==> src/hw/mdio_pkg.sv <==
package mdio_pkg;

  // clock and pulse timing
  localparam int unsigned CLK_PERIOD_PS  = 5000;
  localparam int unsigned PULSE_W_PS     = 200000000;
  localparam int unsigned PULSE_W_CYC    = PULSE_W_PS / CLK_PERIOD_PS;
  localparam int unsigned PULSES_PER_REV = 30;

  // terminal and data counts
  localparam int unsigned N_IN   = 5;
  localparam int unsigned N_OUT  = 2;
  localparam int unsigned N_DATA = 4;

  // load factor display limits, percent
  localparam logic [7:0] LOAD_MIN_PCT = 8'h28;
  localparam logic [7:0] LOAD_MAX_PCT = 8'hc8;

  // overload warning level, percent of rated current
  localparam logic [7:0] OVL_LVL_MIN = 8'h32;
  localparam logic [7:0] OVL_LVL_MAX = 8'h78;
  localparam logic [7:0] OVL_LVL_RST = 8'h78;

  // speed attainment band, r/min
  localparam logic [8:0] BAND_MAX = 9'h190;
  localparam logic [8:0] BAND_RST = 9'h0c8;

  // operation data reset values: 50 r/min, 0.5 s in 0.1 s units
  localparam logic [12:0] DATA_SPEED_RST = 13'h0032;
  localparam logic [7:0]  DATA_TIME_RST  = 8'h05;

  // display codes; values arbitrary
  localparam logic [7:0]  ALM_CODE_NONE  = 8'h00;
  localparam logic [7:0]  ALM_CODE_EXT   = 8'h6e;
  localparam logic [7:0]  ALM_CODE_OVL   = 8'h30;
  localparam logic [15:0] DISP_LOAD_DASH = 16'hfffe;
  localparam logic [15:0] DISP_LOAD_HOLD = 16'hfffd;

  typedef enum logic [2:0] {
    IFN_NONE      = 3'h0,
    IFN_RUN_FWD   = 3'h1,
    IFN_RUN_BWD   = 3'h2,
    IFN_SEL_LO    = 3'h3,
    IFN_SEL_HI    = 3'h4,
    IFN_CLEAR     = 3'h5,
    IFN_EXT_FAULT = 3'h6,
    IFN_HOLD_FREE = 3'h7
  } mdio_in_fn_t;

  typedef enum logic [2:0] {
    OFN_NONE     = 3'h0,
    OFN_FAULT    = 3'h1,
    OFN_SPEED    = 3'h2,
    OFN_OVERLOAD = 3'h3,
    OFN_MOTION   = 3'h4,
    OFN_REACHED  = 3'h5,
    OFN_WARNING  = 3'h6
  } mdio_out_fn_t;

  // gray along speed -> load -> data -> alarm -> warning -> io
  typedef enum logic [2:0] {
    VIEW_SPEED = 3'b000,
    VIEW_LOAD  = 3'b001,
    VIEW_DATA  = 3'b011,
    VIEW_ALARM = 3'b010,
    VIEW_WARN  = 3'b110,
    VIEW_IO    = 3'b111
  } mdio_view_t;

  typedef struct packed {
    logic [12:0] speed;
    logic [7:0]  accel;
    logic [7:0]  decel;
  } mdio_data_t;

  typedef struct packed {
    mdio_view_t  view;
    logic [15:0] value;
    logic        blink;
  } mdio_disp_t;

endpackage

==> src/hw/mdio_core.sv <==
`timescale 1ns/1ps

// Functional notes
// - exactly one of forward/reverse run asserted runs motor that way.
// - both run inputs asserted together stop the motor instantly.
// - data number from two select inputs; both off selects number zero.
// - fault clear input clears the active alarm.
// - external fault is active low; off raises alarm, instant stop, code shown.
// - with position keeping enabled, hold release drops standstill torque.
// - fault output normally closed; opens on alarm.
// - speed pulse: 30 per output shaft turn, each 0.2 ms wide.
// - overload output normally closed; opens above warning level or overload alarm.
// - motion output asserted while motor operates.
// - speed reached when speed is within the attainment band of set speed.
// - warning output follows warning, motor keeps running, clears itself.
// - function on several terminals executes when any of them is active.
// - load view in 1% steps 40..200%, dash below 40%.
// - position keeping enabled shows hold indication in load view.
// - data view shows currently selected operation data number.
// - alarm shows its code; reset and alarm history view/clear from there.
// - warning shows its code; warning history view/clear from there.
// - io view lights one segment per terminal that is on.
// - speed view after power-up by default; initial view is selectable.
// - each input terminal carries its configured function, or none.
// - four operation data sets of speed, acceleration, deceleration.
// - overload warning level configurable 50..120%, default 120.
// - attainment band configurable 0..400 r/min, default 200.
module mdio_core
  import mdio_pkg::*;
#(
  parameter int unsigned PULSE_CYC = PULSE_W_CYC
) (
  input  wire logic             sys_clk,
  input  wire logic             rst_b,
  input  wire logic             input_terminal_zero,
  input  wire logic             input_terminal_one,
  input  wire logic             input_terminal_two,
  input  wire logic             input_terminal_three,
  input  wire logic             input_terminal_four,
  input  wire mdio_in_fn_t      in_fn_sel [N_IN],
  input  wire mdio_out_fn_t     out_fn_sel [N_OUT],
  input  wire logic             hold_enable,
  input  wire logic [7:0]       ovl_level,
  input  wire logic [8:0]       speed_band,
  input  wire mdio_view_t       init_view,
  input  wire logic             view_next,
  input  wire logic             alarm_hist_clear,
  input  wire logic             warn_hist_clear,
  input  wire logic             data_wr_en,
  input  wire logic [1:0]       data_wr_idx,
  input  wire mdio_data_t       data_wr_val,
  input  wire logic             rotor_tick,
  input  wire logic [12:0]      motor_speed,
  input  wire logic [7:0]       load_pct,
  input  wire logic             overload_alarm,
  input  wire logic             warning_cond,
  input  wire logic [7:0]       warning_code,
  output logic                  motor_run,
  output logic                  motor_dir_bwd,
  output logic                  stop_instant,
  output logic                  hold_torque,
  output logic                  fault_out,
  output logic                  overload_out,
  output logic                  speed_pulse_out,
  output logic                  motion_active,
  output logic                  speed_reached,
  output logic                  warning_out,
  output logic                  output_terminal_zero,
  output logic                  output_terminal_one,
  output logic [1:0]            data_num,
  output mdio_data_t            sel_data,
  output mdio_disp_t            disp,
  output logic [7:0]            alarm_hist,
  output logic [7:0]            warn_hist,
  output logic [6:0]            io_status
);

  typedef struct packed {
    logic [N_IN-1:0]         meta;
    logic [N_IN-1:0]         term;
    logic                    clr_prev;
    logic                    view_prev;
    logic                    alarm;
    logic [7:0]              alarm_code;
    logic [7:0]              alarm_hist;
    logic                    warn;
    logic [7:0]              warn_hist;
    mdio_view_t              view;
    logic [15:0]             pulse_cnt;
    logic                    pulse;
    logic                    run;
    logic                    dir_bwd;
    logic                    stop_inst;
    logic                    hold;
    logic                    fault_n;
    logic                    ovl_n;
    logic                    motion;
    logic                    reached;
    logic [1:0]              data_num;
    mdio_data_t [N_DATA-1:0] data;
    mdio_data_t              sel;
    mdio_disp_t              disp;
    logic [N_OUT-1:0]        out_term;
  } mdio_state_t;

  mdio_state_t st_q;
  mdio_state_t st_d;

  logic [N_IN-1:0] pins;
  logic [7:0]      fn_on  [N_IN];
  logic [7:0]      fn_off [N_IN];
  logic [7:0]      fn_any;
  logic [7:0]      ext_off_any;
  logic [N_OUT-1:0] out_val;

  assign pins = {input_terminal_four, input_terminal_three, input_terminal_two,
                 input_terminal_one, input_terminal_zero};

  // per-terminal function decode, on and off levels
  for (genvar t = 0; t < N_IN; t++) begin : g_term
    assign fn_on[t]  = st_q.term[t]  ? (8'h01 << in_fn_sel[t]) : 8'h00;
    assign fn_off[t] = !st_q.term[t] ? (8'h01 << in_fn_sel[t]) : 8'h00;
  end

  always_comb begin
    fn_any      = 8'h00;
    ext_off_any = 8'h00;
    for (int t = 0; t < N_IN; t++) begin
      fn_any      = fn_any | fn_on[t];
      ext_off_any = ext_off_any | fn_off[t];
    end
    fn_any[IFN_NONE] = 1'b0;
  end

  // output terminal routing, one mux per terminal
  for (genvar o = 0; o < N_OUT; o++) begin : g_out
    always_comb begin
      case (out_fn_sel[o])
        OFN_FAULT:    out_val[o] = st_q.fault_n;
        OFN_SPEED:    out_val[o] = st_q.pulse;
        OFN_OVERLOAD: out_val[o] = st_q.ovl_n;
        OFN_MOTION:   out_val[o] = st_q.motion;
        OFN_REACHED:  out_val[o] = st_q.reached;
        OFN_WARNING:  out_val[o] = st_q.warn;
        default:      out_val[o] = 1'b0;
      endcase
    end
  end

  logic        run_forward;
  logic        bwd;
  logic        ext_fault;
  logic        clr_rise;
  logic [13:0] speed_diff;
  logic [7:0]  ovl_lvl_c;
  logic [8:0]  band_c;

  always_comb begin
    st_d = st_q;
    run_forward       = fn_any[IFN_RUN_FWD];
    bwd       = fn_any[IFN_RUN_BWD];
    ext_fault = ext_off_any[IFN_EXT_FAULT];
    clr_rise  = fn_any[IFN_CLEAR] && !st_q.clr_prev;
    // configuration clamped to its legal range
    ovl_lvl_c = (ovl_level < OVL_LVL_MIN) ? OVL_LVL_MIN :
                (ovl_level > OVL_LVL_MAX) ? OVL_LVL_MAX : ovl_level;
    band_c    = (speed_band > BAND_MAX) ? BAND_MAX : speed_band;
    speed_diff = (motor_speed >= st_q.sel.speed) ?
                 {1'b0, motor_speed - st_q.sel.speed} :
                 {1'b0, st_q.sel.speed - motor_speed};

    st_d.meta      = pins;
    st_d.term      = st_q.meta;
    st_d.clr_prev  = fn_any[IFN_CLEAR];
    st_d.view_prev = view_next;

    // alarm: a standing cause wins over the clear
    if (clr_rise) begin
      st_d.alarm      = 1'b0;
      st_d.alarm_code = ALM_CODE_NONE;
    end
    if (ext_fault) begin
      st_d.alarm      = 1'b1;
      st_d.alarm_code = ALM_CODE_EXT;
    end else if (overload_alarm) begin
      st_d.alarm      = 1'b1;
      st_d.alarm_code = ALM_CODE_OVL;
    end
    if (alarm_hist_clear) begin
      st_d.alarm_hist = ALM_CODE_NONE;
    end
    if (st_d.alarm && !st_q.alarm) begin
      st_d.alarm_hist = st_d.alarm_code;
    end

    st_d.warn = warning_cond;
    if (warn_hist_clear) begin
      st_d.warn_hist = ALM_CODE_NONE;
    end
    if (warning_cond && !st_q.warn) begin
      st_d.warn_hist = warning_code;
    end

    // run control; both inputs or an alarm stop without ramp
    st_d.stop_inst = (run_forward && bwd) || st_d.alarm;
    st_d.run       = (run_forward ^ bwd) && !st_d.alarm;
    if (run_forward ^ bwd) begin
      st_d.dir_bwd = bwd;
    end
    st_d.hold = hold_enable && !st_d.run && !fn_any[IFN_HOLD_FREE];

    st_d.data_num = {fn_any[IFN_SEL_HI], fn_any[IFN_SEL_LO]};
    if (data_wr_en) begin
      st_d.data[data_wr_idx] = data_wr_val;
    end
    st_d.sel = st_q.data[st_q.data_num];

    st_d.fault_n = !st_d.alarm;
    st_d.ovl_n   = !((load_pct > ovl_lvl_c) || overload_alarm);
    st_d.motion  = motor_speed != 13'h0000;
    st_d.reached = st_q.motion && (speed_diff <= {5'h00, band_c});

    // one fixed-width pulse per rotor tick; ticks inside a pulse are merged
    if (st_q.pulse_cnt != 16'h0000) begin
      st_d.pulse_cnt = st_q.pulse_cnt - 16'h0001;
    end else if (rotor_tick) begin
      st_d.pulse_cnt = PULSE_CYC[15:0];
    end
    st_d.pulse = st_d.pulse_cnt != 16'h0000;

    st_d.out_term = out_val;

    // view sequencing; a new alarm or warning jumps to its code view
    if (view_next && !st_q.view_prev) begin
      case (st_q.view)
        VIEW_SPEED: st_d.view = VIEW_LOAD;
        VIEW_LOAD:  st_d.view = VIEW_DATA;
        VIEW_DATA:  st_d.view = VIEW_ALARM;
        VIEW_ALARM: st_d.view = VIEW_WARN;
        VIEW_WARN:  st_d.view = VIEW_IO;
        VIEW_IO:    st_d.view = VIEW_SPEED;
        default:    st_d.view = VIEW_SPEED;
      endcase
    end
    if (st_d.alarm && !st_q.alarm) begin
      st_d.view = VIEW_ALARM;
    end else if (warning_cond && !st_q.warn) begin
      st_d.view = VIEW_WARN;
    end

    st_d.disp.view  = st_q.view;
    st_d.disp.blink = st_q.alarm && (st_q.view != VIEW_ALARM);
    case (st_q.view)
      VIEW_SPEED: st_d.disp.value = {3'h0, motor_speed};
      VIEW_LOAD: begin
        if (hold_enable) begin
          st_d.disp.value = DISP_LOAD_HOLD;
        end else if (load_pct < LOAD_MIN_PCT) begin
          st_d.disp.value = DISP_LOAD_DASH;
        end else if (load_pct > LOAD_MAX_PCT) begin
          st_d.disp.value = {8'h00, LOAD_MAX_PCT};
        end else begin
          st_d.disp.value = {8'h00, load_pct};
        end
      end
      VIEW_DATA:  st_d.disp.value = {14'h0000, st_q.data_num};
      VIEW_ALARM: st_d.disp.value = {8'h00, st_q.alarm_code};
      VIEW_WARN:  st_d.disp.value = {8'h00, st_q.warn ? warning_code : 8'h00};
      VIEW_IO:    st_d.disp.value = {9'h000, st_q.out_term, st_q.term};
      default:    st_d.disp.value = 16'h0000;
    endcase

    if (!rst_b) begin
      st_d            = '0;
      // sync keeps tracking pins: a zeroed stage would read as an ext fault at release
      st_d.meta       = pins;
      st_d.term       = st_q.meta;
      st_d.fault_n    = 1'b1;
      st_d.ovl_n      = 1'b1;
      st_d.view       = init_view;
      st_d.disp.view  = init_view;
      for (int i = 0; i < N_DATA; i++) begin
        st_d.data[i] = '{speed: DATA_SPEED_RST, accel: DATA_TIME_RST, decel: DATA_TIME_RST};
      end
    end
  end

  always_ff @(posedge sys_clk) begin
    st_q <= st_d;
  end

  assign motor_run            = st_q.run;
  assign motor_dir_bwd        = st_q.dir_bwd;
  assign stop_instant         = st_q.stop_inst;
  assign hold_torque          = st_q.hold;
  assign fault_out            = st_q.fault_n;
  assign overload_out         = st_q.ovl_n;
  assign speed_pulse_out      = st_q.pulse;
  assign motion_active        = st_q.motion;
  assign speed_reached        = st_q.reached;
  assign warning_out          = st_q.warn;
  assign output_terminal_zero = st_q.out_term[0];
  assign output_terminal_one  = st_q.out_term[1];
  assign data_num             = st_q.data_num;
  assign sel_data             = st_q.sel;
  assign disp                 = st_q.disp;
  assign alarm_hist           = st_q.alarm_hist;
  assign warn_hist            = st_q.warn_hist;
  assign io_status            = {st_q.out_term, st_q.term};

  // pulse width tracked by a helper counter
  logic [15:0] hi_cnt;
  always_ff @(posedge sys_clk) begin
    if (!rst_b || !speed_pulse_out) begin
      hi_cnt <= 16'h0000;
    end else begin
      hi_cnt <= hi_cnt + 16'h0001;
    end
  end
endmodule

==> config.mk <==
export PLATFORM = sky130hd
export DESIGN_NAME = mdio_core
export DESIGN_NICKNAME = d
export VERILOG_FILES = /design/src/hw/mdio_pkg.sv /design/src/hw/mdio_core.sv
export SDC_FILE = /design/constraint.sdc
export NUM_CORES = 1
export LEC_CHECK = 0
export ABC_CLOCK_PERIOD_IN_PS = 8090
export BUFFER_PORTS_ARGS = -buffer_cell sky130_fd_sc_hd__clkbuf_2
export CAP_MARGIN = 10
export CORE_MARGIN = 2
export CORE_UTILIZATION = 45
export DETAILED_ROUTE_END_ITERATION = 16
export GPL_ROUTABILITY_DRIVEN = 0
export PLACE_DENSITY_LB_ADDON = 0.25
export SYNTH_ARGS = -nofsm -noshare
export SYNTH_HDL_FRONTEND = slang
export SYNTH_SLANG_ARGS = --single-unit
export TNS_END_PERCENT = 1
==> constraint.sdc <==
create_clock -name sys_clk -period 8.09 [get_ports sys_clk]
set_input_delay 0.4045 -clock sys_clk [delete_from_list [all_inputs] [get_ports sys_clk]]
set_output_delay 0.4045 -clock sys_clk [all_outputs]
set_load 0.05 [all_outputs]
==> flow_metrics.py, run 1 <==
metrics = {
    "clocking": {
        "clk_pin_slew_ps": 60,
        "cts_setup_buffers": 0,
        "cts_max_path_buffers": 3,
        "cts_htree_levels": 1,
        "cts_tree": "yes",
        "clk_latency_ps": 540,
        "cts_buffers": 26,
        "cts_sinks": 233,
        "clk_root_buffer_cell": "clkbuf_16",
    },
    "yosys": {
        "synth_most_common_cell": "nand2_1",
        "synth_top_cell_area_share_pct": 39.4,
        "synth_common_cells": "nand2_1, dfxtp_1, a21oi_1",
        "synth.distinct_cells": 73,
        "syn_area_per_cell_sq_um": 8.29,
        "synth_area_sq_mm": 0.0117,
        "ys_ff_latch": 233,
        "synth_top_area_cell": "dfxtp_1",
        "synth_ff_type": "dfxtp_1",
        "netlist_instances": 1409,
        "ys_warn_count": 0,
        "async_flop_share_pct": 0,
        "yosys-top-cells-area": "dfxtp_1, nand2_1, a21oi_1",
        "seq_area_frac_synth_pct": 40.2,
        "synthesis.nets": 1572,
        "synth_edf_count": 3,
    },
    "worst_setup_path": {
        "worstPathCellList": "ha_1 -> and3_1 -> o21ai_0 -> and4bb_1 -> o21ai_0 -> mux2i_1 -> xnor2_1 -> ha_1 -> a21o_1 -> a21o_1 -> a21oi_1 -> nor2b_1 -> o21ai_0 -> nand2_1 -> a21oi_1 -> o2111a_1",
        "cp.buffers_inverters": 0,
        "cp_common_cell": "o21ai_0",
        "worstPathRequired_ps": 8560,
        "critPathCaptureType": "flip-flop",
        "path_delay_family": "compound AO/OA/AOI/OAI gates",
        "cp.arrival_ps": 4280,
        "critical_path.max_fanout": 8,
        "crit_slowest_cell": "o21ai_0",
        "slowest_delay_ps": 530,
        "cp-start-kind": "flip-flop",
        "crit_type": "reg2reg",
    },
    "layout": {
        "num-nets-final": 1673,
        "fillers": 2429,
        "fin_cells": 1860,
        "postLayoutCoreUtil_pct": 52.4,
        "syn2layout_area_growth_pct": 13.5,
        "ff_latch_area_sq_mm": 0.00470,
        "drive_gt1_share_pct": 20.0,
        "multiInputGateArea_sq_mm": 0.00596,
    },
    "floorplanning": {
        "dieArea_sq_mm": 0.0273,
        "die_width_um": 165,
        "floorplan.initialDensity_pct": 46.1,
        "core-area_sq_mm": 0.0253,
        "std_cell_rows": 58,
        "die_y_um": 165,
        "io_pins": 202,
    },
    "route": {
        "dr.pass1.iters": 5,
        "viasPerCell": 5.47,
        "detail-route-antenna-nets": 0,
        "avgRoutedWirePerCell_um": 17.2,
        "drt-initial-drc-count": 793,
        "vias": 10200,
        "routed_wl_mm": 31.9,
        "drcViolationCount": 0,
    },
    "sta": {
        "hold_violations": 0,
        "final.setup.tns_ps": 0,
        "slew_headroom_pct": 25.8,
        "skew_ps": 20.2,
        "slew_viol_final": 0,
        "fin_crit_ps": 3810,
        "setup_viol": 0,
        "tightestPinTransition_ps": 1110,
        "rsz0062_at_grt": "false",
        "fmax_mhz": 263,
        "hold_ws_ps": 97.1,
        "finalCritPeriodShare_pct": 47.0,
    },
    "global_routing": {
        "grt_remaining_overflow": 0,
        "grt_pass1_wl_mm": 49.9,
        "grt_max_degree": 105,
        "antenna_found_initial": 4,
        "grt.total_usage_pct": 22.9,
        "grt_pass1_vias": 9776,
    },
    "placed_design": {
        "placed_cells": 1807,
        "detailed_place_hpwl_mm": 21.9,
        "io_buffers": 201,
    },
    "run_status": {
        "status": "completed",
    },
    "pwr": {
        "peakVddDrop_mv": 0.145,
        "cellLeakagePower_nw": 5.64,
        "power.density_mw_per_mm2": 248,
    },
    "worst_hold_path": {
        "hp-class": "in2reg",
    },
    "job": {
        "max_cap_viol_count": 0,
    },
}
cell families (layout without fill, tap and decap cells):
kind of cell / count (synthesis) / in the layout / share of synthesized area [%]
AOI/OAI and AO/OA: 284 / 284 / 14.3
xor gates and xnor gates: 14 / 14 / 1.05
adders and majority gates: 47 / 47 / 5.16
buffers and inverters: 196 / 314 / 8.83
DFF: 233 / 233 / 40.2
muxes: 48 / 48 / 7.31
other: 1 / 4 / 0.0321
and+or+nand+nor: 586 / 586 / 23.1
power by group:
group          leakage [nW]  switching (W)  internal [W]  total (W)
combinational          3.31       0.000493      0.000314   0.000807
clock                 0.412       0.000481      0.000676    0.00116
sequential             1.92      0.0000842       0.00124    0.00133
total                  5.64        0.00106       0.00223    0.00329
worst register-to-register path, stage by stage, from the launching register on:
cell,delay (ps)
dfxtp_1,340
ha_1,440
and3_1,220
o21ai_0,170
and4bb_1,260
o21ai_0,530
mux2i_1,300
xnor2_1,150
ha_1,270
a21o_1,180
a21o_1,160
a21oi_1,140
nor2b_1,60
o21ai_0,150
nand2_1,70
a21oi_1,130
o2111a_1,190
path summary, 6_finish.rpt:
check	from	endpoint	slack, ps	cells after the start
max	sel_data[20]	speed_reached	4280	16
min	alarm_hist_clear	alarm_hist[7]	100	2
max reg2reg	sel_data[20]	speed_reached	4280	16
min reg2reg	st_q[233]	io_status[3]	330	0
layer usage:
| layer | vias up | GRT usage, % | wire, um | part of all wire (%) |
|---|---|---|---|---|
| met3 | 58 | 4.30 | 2450 | 7.7 |
| li1 | 4954 | - | - | - |
| met1 | 4778 | 29.5 | 13600 | 43 |
| met2 | 373 | 38.6 | 14900 | 47 |
| met4 | 2 | 7.79 | 925 | 2.9 |
| met5 | - | 0 | 12 | 0.038 |
layout make-up:
type,instances,share of cell area [%]
Multi-Input combinational cell,980,45.0
Sequential cell,233,35.4
Timing Repair Buffer,219,8.70
Clock buffer,32,5.23
Tap cell,330,3.11
Inverter,50,1.43
Clock inverter,13,1.09
Antenna cell,3,0.0566
repair_timing:
action | in CTS | in global routing
gates resized for setup | 0 | 0
hold buffers | 5 | 0
endpoints found under the hold margin | 5 | 0
placed cells by master (no fill, tap or decap), drive strengths merged, types with 16 or more instances in the layout:
master	synthesis	layout
a21o	16	16
a21oi	153	153
and2	39	39
clkbuf	58	233
dfxtp	230	230
ha	45	45
inv	50	52
mux4	29	29
nand2	290	290
nand3	44	44
nor2	97	97
nor3	30	30
nor3b	16	16
o21ai	38	38
per-stage QoR:
step                      cell area (sq um)  setup slack [ps]  total power, W
after global routing                  13300              4050         0.00347
after detailed placement              12400              4100         0.00215
after CTS                             13300              4330         0.00332
after floorplan                       11700              4710         0.00197
final                                 13300              4280         0.00329
after global placement                12400              4220         0.00214
Power figures use the tool's default switching activity.
==> run 2: changes to the inputs <==
ABC_AREA = 1   (was unset)
ABC_CLOCK_PERIOD_IN_PS = 3450   (was 8090)
clock period = 3.45 ns   (was 8.09 ns; I/O delays follow)
==> flow_metrics.py, run 2 <==
metrics = {
    "worst_setup_path": {
        "cp.buffers_inverters": 6,
        "worstPathCellList": "dlygate4sd3_1 -> clkbuf_2 -> inv_1 -> ha_1 -> nand2_2 -> inv_2 -> nand2_1 -> nand2_1 -> a21oi_2 -> nand3_4 -> inv_2 -> nand2_1 -> nand2_1 -> xor2_1 -> inv_1 -> ha_1 -> nand2_1 -> nor3_2 -> nand4_1 -> a21oi_1 -> nand2_1 -> nor2_1 -> nand3_1 -> nor2_1",
        "crit_slowest_cell": "dlygate4sd3_1",
        "critPathCaptureType": "flip-flop",
        "critical_path.max_fanout": 10,
        "reg2reg_depth": 21,
        "slowest_delay_ps": 530,
        "r2r_end": "speed_reached",
        "worstPathRequired_ps": 3920,
        "path_delay_family": "simple AND/OR/NAND/NOR gates",
        "regToRegStartpoint": "sel_data[20]",
        "crit_type": "in2reg",
        "cp_common_cell": "nand2_1",
        "cp.arrival_ps": 3660,
        "cp-start-kind": "input pin",
        "rrSetupSlack_ps": 290,
    },
    "yosys": {
        "netlist_instances": 1746,
        "synth_top_cell_area_share_pct": 37.9,
        "synth_edf_count": 3,
        "synth_top_area_cell": "dfxtp_1",
        "synth_common_cells": "nand2_1, dfxtp_1, inv_1",
        "synth.distinct_cells": 51,
        "synth_area_sq_mm": 0.0122,
        "synth_ff_type": "dfxtp_1",
        "yosys-top-cells-area": "dfxtp_1, nand2_1, a21oi_1",
        "ys_warn_count": 0,
        "async_flop_share_pct": 0,
        "ys_ff_latch": 233,
        "synthesis.nets": 1909,
        "syn_area_per_cell_sq_um": 6.96,
        "seq_area_frac_synth_pct": 38.6,
        "synth_most_common_cell": "nand2_1",
    },
    "sta": {
        "tightestPinTransition_ps": 1170,
        "setup_viol": 0,
        "fmax_mhz": 314,
        "skew_ps": 10.3,
        "hold_ws_ps": 11.4,
        "setup_ws_ps": 267,
        "finalCritPeriodShare_pct": 92.3,
        "fin_crit_ps": 3180,
        "slew_viol_final": 0,
        "slew_headroom_pct": 22.3,
        "hold_violations": 0,
    },
    "route": {
        "viasPerCell": 5.20,
        "vias": 11800,
        "detail-route-antenna-nets": 0,
        "drt-initial-drc-count": 837,
        "routed_wl_mm": 34.8,
        "drcViolationCount": 0,
        "avgRoutedWirePerCell_um": 15.3,
        "dr.pass1.iters": 7,
    },
    "run_status": {
        "status": "completed",
    },
    "clocking": {
        "cts_buffers": 26,
        "clk_root_buffer_cell": "clkbuf_16",
        "clk_pin_slew_ps": 60,
        "cts_tree": "yes",
        "cts_max_path_buffers": 3,
        "cts_sinks": 233,
        "cts_htree_levels": 1,
        "clk_latency_ps": 530,
    },
    "layout": {
        "syn2layout_area_growth_pct": 19.2,
        "layout.cells.most_common": "nand2_1",
        "drive_gt1_share_pct": 15.7,
        "insertedDiodeCount": 0,
        "layout_common_cells": "nand2_1, dfxtp_1, inv_1, clkbuf_2, nor2_1",
        "num-nets-final": 2075,
    },
    "floorplanning": {
        "die_width_um": 168,
        "dieArea_sq_mm": 0.0283,
        "die_y_um": 168,
        "core-area_sq_mm": 0.0267,
        "floorplan.initialDensity_pct": 45.5,
        "std_cell_rows": 60,
        "io_pins": 202,
    },
    "global_routing": {
        "antenna_found_initial": 0,
        "grt.total_usage_pct": 23.8,
        "grt_pass1_vias": 10900,
        "grt_max_degree": 129,
        "grt_pass1_wl_mm": 55.0,
        "grt_remaining_overflow": 0,
    },
    "job": {
        "max_cap_viol_count": 0,
    },
    "worst_hold_path": {
        "hold_depth": 3,
        "whs_endpoint": "motion_active",
        "hp-start": "motor_speed[7]",
        "hp-class": "in2reg",
    },
    "pwr": {
        "cellLeakagePower_nw": 6.98,
        "p_total_w": 0.00809,
        "peakVddDrop_mv": 0.370,
        "power.density_mw_per_mm2": 558,
    },
    "placed_design": {
        "post-place-ws_ps": 129,
        "detailed_place_hpwl_mm": 24.3,
        "io_buffers": 201,
    },
}
run 2: cell count changes after synthesis, moves of 12 or more:
| cell | before | now |
|---|---|---|
| inv_1 | 49 | 214 |
| nor3b_1 | 16 | 1 |
| nand2_1 | 290 | 332 |
| a21oi_1 | 153 | 167 |
| o211ai_1 | 2 | 38 |
| and2_1 | 39 | 1 |
| nor2b_1 | 12 | 0 |
| nand3_1 | 44 | 108 |
| mux4_2 | 29 | 0 |
| o21ai_0 | 37 | 153 |
| nor2_1 | 96 | 195 |
| nor3_1 | 28 | 9 |
| a21o_1 | 16 | 0 |
run 2: through the flow:
| step | util [%] | cell area (sq um) | cells | setup TNS [ps] |
|---|---|---|---|---|
| 2_1_floorplan | - | 12200 | 1746 | 0 |
| 3_3_place_gp | 48.1 | 12900 | 2151 | 0 |
| 3_5_place_dp | 48.1 | 12900 | 2151 | 0 |
| 4_1_cts | 53.9 | 14400 | 2267 | 0 |
| 5_1_grt | 54.2 | 14500 | 2273 | -22.1 |
| 6_report | 54.2 | 14500 | 2273 | 0 |
run 2: worst max path at each step:
stage,startpoint,to,slack (ps),cells after the start
3_5_place_dp,motor_speed[2],speed_reached,130,23
4_1_cts,motor_speed[3],speed_reached,140,24
3_3_place_gp,motor_speed[2],speed_reached,180,23
5_1_grt,motor_speed[6],speed_reached,-20,23
6_report,motor_speed[8],speed_reached,270,24
2_1_floorplan,sel_data[19],speed_reached,670,22
run 2: power by group:
part	internal, W	switching, W	total (W)
registers	0.00292	0.000152	0.00307
clock network	0.00169	0.00111	0.00279
logic	0.000734	0.00149	0.00222
total	0.00534	0.00275	0.00809
run 2: layer usage:
| layer | routed length, um | GRT usage [%] | share of wire (%) |
|---|---|---|---|
| met3 | 2300 | 3.34 | 6.6 |
| met5 | 0 | 0 | 0 |
| met4 | 1150 | 8.58 | 3.3 |
| met1 | 15400 | 31.8 | 44 |
| met2 | 16000 | 39.3 | 46 |
run 2: area by class of cell:
| class | count | area, sq um |
|---|---|---|
| clock buffer | 37 | 763 |
| clock inverter | 11 | 109 |
| fill | 2596 | 12200 |
| inverter | 222 | 835 |
| multi-input combinational | 1142 | 5790 |
| sequential | 233 | 4700 |
| tap | 341 | 427 |
| timing repair buffer | 287 | 1860 |
run 2: worst reg2reg max path, cell delays in order, from the launching register on:
cell and delay (ps):
dfxtp_1 410, ha_1 330, nand2_2 130, inv_2 70
nand2_1 90, nand3_1 120, nand2_2 100, nand3_4 150
inv_2 180, nand2_1 70, nand2_1 90, xor2_1 170
inv_1 60, ha_1 290, nand2_1 80, nor3_2 190
nand4_1 100, a21oi_1 160, nand2_1 70, nor2_1 80
nand3_1 70, nor2_1 90
run 2: cell families after synthesis:
| group | count (synthesis) | share of synthesized area (%) |
|---|---|---|
| adders and majority gates | 47 | 4.96 |
| other | 1 | 0.0309 |
| buffers and inverters | 371 | 13.9 |
| xor gates and xnor gates | 11 | 0.793 |
| and+or+nand+nor | 682 | 23.4 |
| AOI/OAI and AO/OA | 401 | 18.2 |
| DFF | 233 | 38.6 |
run 2: timing repair:
action,CTS,global route
buffers inserted,0,6
resized for setup,0,6
hold buffers,68,0
setup endpoints to repair,0,1
hold endpoints to repair,160,0
